--- src/bus_cycle_pkg.sv ---
package bus_cycle_pkg;

  localparam int BUS_W = 32;
  localparam int WORD_ADDR_W = 30;
  localparam int LEN_W = 2;
  localparam int SIZE_LSB = 0;
  localparam int WORD_ADDR_LSB = 2;
  localparam int SYNC_STAGES = 2;

  // Burst length as carried on the two low bus bits in the address state
  localparam logic [1:0] LEN_ONE = 2'h0;
  localparam logic [1:0] LEN_TWO = 2'h1;
  localparam logic [1:0] LEN_THREE = 2'h2;
  localparam logic [1:0] LEN_FOUR = 2'h3;

  localparam logic DIR_RECEIVE = 1'b0;
  localparam logic DIR_TRANSMIT = 1'b1;

  typedef enum logic [1:0]
  {
    KIND_READ = 2'h0,
    KIND_WRITE = 2'h1,
    KIND_INTACK = 2'h2
  } kind_t;

  typedef enum logic [3:0]
  {
    ST_IDLE = 4'h1,
    ST_LOCK_WAIT = 4'h2,
    ST_ADDR = 4'h4,
    ST_DATA = 4'h8
  } state_t;

  typedef struct packed
  {
    logic [WORD_ADDR_W-1:0] word_addr;
    logic [LEN_W-1:0] len;
    kind_t kind;
    logic rmw;
  } req_t;

endpackage

--- src/rmw_lock_ctrl.sv ---
`timescale 1ns/1ns
module rmw_lock_ctrl
(
  input wire logic clock,
  input wire logic rst_n,
  input wire logic ce,
  input wire logic lock_n_in,
  input wire logic lock_set,
  input wire logic lock_release,
  output logic lock_busy,
  output logic lock_n_out,
  output logic lock_oe_n
);

  logic own;

  always_ff @(posedge clock or negedge rst_n)
  begin
    if (!rst_n)
      own <= 1'b0;
    else if (ce)
    begin
      if (lock_set)
        own <= 1'b1; // [RULE_12] [RULE_14]
      else if (lock_release)
        own <= 1'b0; // [RULE_12]
    end
  end

  // Shared open-drain line: only pull low, never drive high
  assign lock_n_out = 1'b0; // [RULE_10]
  assign lock_oe_n = ~own;
  // Another agent holds the line while ours is released
  assign lock_busy = ~lock_n_in & ~own; // [RULE_09] [RULE_10]

endmodule

--- src/local_bus_cycle_control.sv ---
`timescale 1ns/1ns
// Notes on behaviour
// RULE_01: Address strobe low in every address state, high in the next data.
// RULE_02: In bursts, strobe low again in data states after a ready cycle.
// RULE_03: Write/read level set in address state, held through all data states.
// RULE_04: Direction low for reads and interrupt acknowledges, high for writes.
// RULE_05: Direction never changes while transceiver enable is asserted.
// RULE_06: Transceiver enable asserted (low) in every data and wait state.
// RULE_07: Far agent gives ready only when data may be sampled or removed.
// RULE_08: No ready in a data state adds a wait state, strobe stays high.
// RULE_09: While lock is held nobody starts a locked read-modify-write.
// RULE_10: Lock line is shared; every agent may pull it and watches it.
// RULE_11: Locked sequence samples lock first and stalls while someone holds it.
// RULE_12: Lock asserted in read address state, released in write address state.
// RULE_13: Other agents may do plain cycles but no locked sequence meanwhile.
// RULE_14: Lock also asserted throughout interrupt-acknowledge transactions.
// RULE_15: Address state carries word address on bits 2-31; data uses all bits.
// RULE_16: Address state carries burst length on the two low bits.
// RULE_17: Address latch strobe low in the address state, high before data.
// RULE_18: After final ready go idle, or straight to a new address state; a locked request that meets a busy lock goes to ST_LOCK_WAIT instead.
module local_bus_cycle_control
(
  input wire logic clock,
  input wire logic rstn,
  input wire logic ce,
  input wire logic req_valid,
  output logic req_ready,
  input wire bus_cycle_pkg::req_t req,
  input wire logic [bus_cycle_pkg::BUS_W-1:0] wr_data,
  output logic wr_take,
  output logic [bus_cycle_pkg::BUS_W-1:0] rd_data,
  output logic rd_valid,
  output logic done,
  input wire logic [bus_cycle_pkg::BUS_W-1:0] mux_addr_data_in,
  output logic [bus_cycle_pkg::BUS_W-1:0] mux_addr_data_out,
  output logic mux_addr_data_oe_n,
  output logic address_state_strobe_n,
  output logic address_latch_n,
  output logic write_read,
  output logic transceiver_direction,
  output logic transceiver_enable_n,
  input wire logic ready_n,
  input wire logic lock_n_in,
  output logic lock_n_out,
  output logic lock_oe_n
);

  function automatic logic needs_lock(input bus_cycle_pkg::req_t r);
    needs_lock = (r.kind == bus_cycle_pkg::KIND_INTACK) ||
      (r.kind == bus_cycle_pkg::KIND_READ && r.rmw);
  endfunction

  function automatic logic releases_lock(input bus_cycle_pkg::req_t r);
    releases_lock = (r.kind == bus_cycle_pkg::KIND_WRITE) && r.rmw;
  endfunction

  logic [bus_cycle_pkg::SYNC_STAGES-1:0] rst_pipe;
  logic rst_n;
  bus_cycle_pkg::state_t state;
  bus_cycle_pkg::state_t next_state;
  bus_cycle_pkg::req_t cur;
  bus_cycle_pkg::req_t src;
  logic [bus_cycle_pkg::LEN_W-1:0] words_left;
  logic rebeat;
  logic lock_busy;
  logic take;
  logic beat;
  logic finish;
  logic enter_addr;
  logic is_write;

  always_ff @(posedge clock or negedge rstn)
  begin
    if (!rstn)
      rst_pipe <= '0;
    else
      rst_pipe <= {rst_pipe[bus_cycle_pkg::SYNC_STAGES-2:0], 1'b1};
  end
  assign rst_n = rst_pipe[bus_cycle_pkg::SYNC_STAGES-1];

  assign is_write = cur.kind == bus_cycle_pkg::KIND_WRITE;
  assign beat = state == bus_cycle_pkg::ST_DATA && !ready_n;
  assign finish = beat && words_left == bus_cycle_pkg::LEN_ONE;
  // Accept while idle or on the final ready, so cycles can run back to back
  assign req_ready = ce && rst_n &&
    (state == bus_cycle_pkg::ST_IDLE || finish); // [RULE_18]
  assign take = req_valid && req_ready;
  assign src = take ? req : cur;
  // Lock sampled before any locked cycle starts
  assign enter_addr = (take && !(needs_lock(req) && lock_busy)) ||
    (state == bus_cycle_pkg::ST_LOCK_WAIT && !lock_busy); // [RULE_11]

  always_comb
  begin
    next_state = state;
    case (state)
      bus_cycle_pkg::ST_IDLE,
      bus_cycle_pkg::ST_LOCK_WAIT:
        if (enter_addr)
          next_state = bus_cycle_pkg::ST_ADDR;
        else if (take)
          next_state = bus_cycle_pkg::ST_LOCK_WAIT; // [RULE_11]
      bus_cycle_pkg::ST_ADDR:
        next_state = bus_cycle_pkg::ST_DATA;
      bus_cycle_pkg::ST_DATA:
        if (finish)
        begin
          if (enter_addr)
            next_state = bus_cycle_pkg::ST_ADDR; // [RULE_18]
          else if (take)
            next_state = bus_cycle_pkg::ST_LOCK_WAIT;
          else
            next_state = bus_cycle_pkg::ST_IDLE; // [RULE_18]
        end
      default:
        next_state = bus_cycle_pkg::ST_IDLE;
    endcase
  end

  always_ff @(posedge clock or negedge rst_n)
  begin
    if (!rst_n)
      state <= bus_cycle_pkg::ST_IDLE;
    else if (ce)
      state <= next_state; // [RULE_08]
  end

  always_ff @(posedge clock or negedge rst_n)
  begin
    if (!rst_n)
      cur <= '0;
    else if (ce && take)
      cur <= req;
  end

  always_ff @(posedge clock or negedge rst_n)
  begin
    if (!rst_n)
    begin
      words_left <= bus_cycle_pkg::LEN_ONE;
      rebeat <= 1'b0;
    end
    else if (ce)
    begin
      if (state == bus_cycle_pkg::ST_ADDR)
        words_left <= cur.len;
      else if (beat && !finish)
        words_left <= words_left - 2'h1;
      // Strobe again only after a ready that did not end the burst
      rebeat <= beat && !finish; // [RULE_02] [RULE_08]
    end
  end

  // Direction and write/read only load on entering an address state,
  // where the transceiver enable is already released
  always_ff @(posedge clock or negedge rst_n)
  begin
    if (!rst_n)
    begin
      write_read <= 1'b0;
      transceiver_direction <= bus_cycle_pkg::DIR_RECEIVE;
    end
    else if (ce && enter_addr)
    begin
      write_read <= src.kind == bus_cycle_pkg::KIND_WRITE; // [RULE_03]
      transceiver_direction <= (src.kind == bus_cycle_pkg::KIND_WRITE) ?
        bus_cycle_pkg::DIR_TRANSMIT :
        bus_cycle_pkg::DIR_RECEIVE; // [RULE_04] [RULE_05]
    end
  end

  // Next write word is fetched when the current one is handed over
  assign wr_take = ce && is_write &&
    (state == bus_cycle_pkg::ST_ADDR || (beat && !finish));

  always_ff @(posedge clock or negedge rst_n)
  begin
    if (!rst_n)
      mux_addr_data_out <= '0;
    else if (ce)
    begin
      if (enter_addr)
      begin
        mux_addr_data_out[bus_cycle_pkg::BUS_W-1:
          bus_cycle_pkg::WORD_ADDR_LSB] <= src.word_addr; // [RULE_15]
        mux_addr_data_out[bus_cycle_pkg::SIZE_LSB+:
          bus_cycle_pkg::LEN_W] <= src.len; // [RULE_16]
      end
      else if (wr_take)
        mux_addr_data_out <= wr_data; // [RULE_15]
    end
  end

  always_ff @(posedge clock or negedge rst_n)
  begin
    if (!rst_n)
    begin
      rd_data <= '0;
      rd_valid <= 1'b0;
      done <= 1'b0;
    end
    else if (ce)
    begin
      if (beat && !is_write)
        rd_data <= mux_addr_data_in; // [RULE_15]
      rd_valid <= beat && !is_write;
      done <= finish;
    end
  end

  assign mux_addr_data_oe_n = !(state == bus_cycle_pkg::ST_ADDR ||
    (state == bus_cycle_pkg::ST_DATA && is_write));
  assign address_state_strobe_n = !(state == bus_cycle_pkg::ST_ADDR ||
    (state == bus_cycle_pkg::ST_DATA && rebeat)); // [RULE_01] [RULE_02]
  assign address_latch_n = state != bus_cycle_pkg::ST_ADDR; // [RULE_17]
  // Wait states are data-state cycles without ready
  assign transceiver_enable_n = state != bus_cycle_pkg::ST_DATA; // [RULE_06]

  rmw_lock_ctrl lock_ctrl
  (
    .clock(clock),
    .rst_n(rst_n),
    .ce(ce),
    .lock_n_in(lock_n_in),
    .lock_set(enter_addr && needs_lock(src)), // [RULE_12] [RULE_14]
    .lock_release((enter_addr && releases_lock(src)) ||
      (finish && cur.kind == bus_cycle_pkg::KIND_INTACK)), // [RULE_14]
    .lock_busy(lock_busy),
    .lock_n_out(lock_n_out),
    .lock_oe_n(lock_oe_n)
  );

endmodule

--- config.mk ---
export PLATFORM = sky130hd
export DESIGN_NAME = local_bus_cycle_control
export DESIGN_NICKNAME = d
export VERILOG_FILES = /design/src/bus_cycle_pkg.sv /design/src/rmw_lock_ctrl.sv /design/src/local_bus_cycle_control.sv
export SDC_FILE = /design/constraint.sdc
export NUM_CORES = 1
export LEC_CHECK = 0
export BUFFER_PORTS_ARGS = -buffer_cell sky130_fd_sc_hd__buf_2
export CAP_MARGIN = 30
export CORE_MARGIN = 2
export CORE_UTILIZATION = 38
export DETAILED_ROUTE_END_ITERATION = 8
export PLACE_DENSITY = 0.63
export RECOVER_POWER = 100
export SYNTH_ARGS = -nofsm -noshare
export SYNTH_HDL_FRONTEND = slang
export SYNTH_SLANG_ARGS = --single-unit
--- constraint.sdc ---
create_clock -name clock -period 10 [get_ports clock]
set_input_delay 0.5 -clock clock [delete_from_list [all_inputs] [get_ports clock]]
set_output_delay 0.5 -clock clock [all_outputs]
set_load 0.01 [all_outputs]
==> results.sh <==
export IMPL_status="complete, but fails checks"
export IMPL_violations="max-capacitance violations, max-slew violations"
export IMPL_antenna_found_initial=0
export IMPL_cts_max_level=3
export IMPL_finalSetupViolCount=0
export IMPL_finalSetupTns_ns=0
export IMPL_cts_buffers_inserted=9
export IMPL_worst_slew_pin_slew_ns=2.53
export IMPL_met1_length_um=5590
export IMPL_antenna_cells=0
export IMPL_crit_chain="and2_0 > o2111ai_4 > clkbuf_1 > o22ai_1 > clkbuf_1 > mux2i_1 > a221oi_2"
export IMPL_grt_pass1_wl_um=19900
export IMPL_placementRows=43
export IMPL_relSlewSlack=-0.684
export IMPL_cts_clk_slew_worst_paths_ns=0.07
export IMPL_cts_tree="built"
export IMPL_synthFlopType="dfrtp_1"
export IMPL_wl_met3_um=606
export IMPL_die_width_um=122
export IMPL_synth_most_common_cell="dfrtp_1"
export IMPL_clock_sinks=112
export IMPL_ant_nets=0
export IMPL_num_io_pins=181
export IMPL_cp_start_kind="register"
export IMPL_avgViaCountPerCell=5.07
export IMPL_cpMostUsedCell="clkbuf_1"
export IMPL_path_class="register to register"
export IMPL_cts_root_buf="clkbuf_16"
export IMPL_power_density_mw_per_mm2=288
export IMPL_cts_setup_buffers=0
export IMPL_grt_pass1_vias=3904
export IMPL_critPathArrivalTime_ns=6.27
export IMPL_die_area_sq_mm=0.0149
export IMPL_rsz0062_at_grt="no"
export IMPL_area_delta_synth_final_pct=21.3
export IMPL_core_area_sq_mm=0.0138
export IMPL_ir_drop_uv=100
export IMPL_slew_violations=231
export IMPL_drt_first_pass_iters=6
export IMPL_io_buffers=179
export IMPL_start_util=0.386
export IMPL_min_period_over_period=0.604
export IMPL_drv_cap=6
export IMPL_period_needed_ns=6.04
export IMPL_ys_top_cells_by_count="dfrtp_1 (111), mux2_2 (66), inv_1 (40)"
export IMPL_cp_max_fo=45
export IMPL_avgSynthCellArea_sq_um=12.7
export IMPL_route_met2_wl_um=6380
export IMPL_yosys_top_cells_area="dfrtp_1 (52%), mux2_2 (14%), a221oi_2 (8.5%)"
export IMPL_p_leak_nw=2.99
export IMPL_ys_seq_area_frac=0.528
export IMPL_wire_per_inst_um=16.6
export IMPL_routed_top_layer="met4"
export IMPL_synth_nets=525
export IMPL_clock_latency_ns=0.34
export IMPL_die_h_um=122
export IMPL_syn_area_sq_mm=0.00531
export IMPL_max_freq_ghz=0.166
export IMPL_syn_inst=419
export IMPL_utilization=0.468
export IMPL_synthArstFlopShare=1.00
export IMPL_via_count=3912
export IMPL_synth_top_area_frac=0.523
export IMPL_slowest_stage="clkbuf_1"
export IMPL_power_total_w=0.00186
export IMPL_overflow=0
export IMPL_clock_skew_ns=0.00667
export IMPL_fin_nets=693
export IMPL_grtUsageTotal=0.172
export IMPL_hp_class="register to register"
export IMPL_cts_resized=0
export IMPL_synth_edf_count=0
export IMPL_hold_violations=0
export IMPL_gp_congestion=0.812
export IMPL_clockBufferDepth=2
export IMPL_hpwl_um=9270
export IMPL_drc_errors=0
export IMPL_drive_gt1_frac=0.311
export IMPL_wl_um=12800
export IMPL_crit_path_max_incr_delay_ns=1.84
export IMPL_worstPathRequired_ns=10.23
export IMPL_yosysUniqueCellTypes=50
export IMPL_yosys_warnings=0
export IMPL_endpoint_kind="register"
export IMPL_synth_top_area_cell="dfrtp_1"
export IMPL_drt_iter0_markers=167
export IMPL_yosys_register_bits=112
export IMPL_grt_max_degree=47
==> sequential cells by signal, indices dropped and copies added, names as in the netlist <==
name and cells:
cur 35, mux_addr_data_out 32, rd_data 32, state 4, rst_pipe 2, words_left 2, done 1, lock_ctrl.own 1
rd_valid 1, rebeat 1, write_read 1
==> layout make-up <==
class	count	area, sq um
clock inverter	6	51.3
fill	1379	7330
clock buffer	10	229
inverter	41	154
timing repair buffer	188	850
sequential	112	2800
multi-input combinational	235	2130
tap	180	225
==> where the power goes <==
group / switching (W) / internal [W]
Clock: 0.000166 / 0.000173
Combinational: 0.000417 / 0.000331
Sequential: 0.000115 / 0.000655
Total: 0.000698 / 0.00116
==> worst max-delay path, delay by kind of cell (launching register included) <==
family                 cells  cell delay (ns)
AND/OR/NAND/NOR            1             0.35
AO/OA/AOI/OAI              3             1.15
flip-flops                 1             1.24
multiplexers               1             0.33
buffers and inverters      2             2.81
==> layout by cell type (no fill, tap or decap), drive strengths merged, types with 2 or more instances in the layout <==
master	instances
a211oi	2
a21o	2
a21oi	7
a221oi	32
a31oi	2
buf	106
clkbuf	91
clkinv	3
conb	2
dfrtp	111
inv	44
mux2	66
mux2i	33
nand2	9
nand2b	2
nor2	10
nor2b	5
nor3	34
nor4b	3
o21ai	5
==> path summary, 6_finish.rpt <==
kind	slack [ns]	depth (start not counted)	to	from
setup / recovery	3.96	7	mux_addr_data_out[22]$_DFFE_PN0P_	rst_pipe[1]$_DFF_PN0_
hold / removal	0.35	0	rst_pipe[1]$_DFF_PN0_	rst_pipe[0]$_DFF_PN0_
setup reg to reg	3.96	7	mux_addr_data_out[22]$_DFFE_PN0P_	rst_pipe[1]$_DFF_PN0_
hold reg to reg	0.35	0	rst_pipe[1]$_DFF_PN0_	rst_pipe[0]$_DFF_PN0_
max in group asynchronous	5.19	2	mux_addr_data_out[14]$_DFFE_PN0P_	rst_pipe[1]$_DFF_PN0_
min in group asynchronous	0.47	2	rst_pipe[0]$_DFF_PN0_	rstn
==> metrics by stage <==
stage | cells | hold WS, ns | setup WS [ns] | cell area, sq um
6_report | 772 | 0.351 | 3.96 | 6450
3_3_place_gp | 754 | 0.280 | 6.73 | 6350
5_1_grt | 772 | 0.359 | 3.23 | 6450
4_1_cts | 772 | 0.299 | 6.61 | 6670
2_1_floorplan | 419 | 0.204 | 5.57 | 5310
3_5_place_dp | 755 | 0.294 | 6.64 | 6380
==> cell families after synthesis <==
logic type / Yosys count / share of synthesized area
flops: 112 / 0.528
simple gates: 69 / 0.0716
compound gates: 64 / 0.134
buf+inv: 72 / 0.0612
fa+ha+maj: 1 / 0.00235
mux: 99 / 0.202
other cells: 2 / 0.00141
==> repair_timing <==
item                                   4_1_cts  5_1_grt
endpoints found under the hold margin        2        0
hold buffers                                 1        0
setup endpoints to repair                    0        0
==> routing by layer <==
metal  GRT usage  vias up
li1            -     1854
met1       0.227     1931
met2       0.283      109
met3      0.0330       18
met4      0.0647        0
met5           0        -
Power figures use the tool's default switching activity.
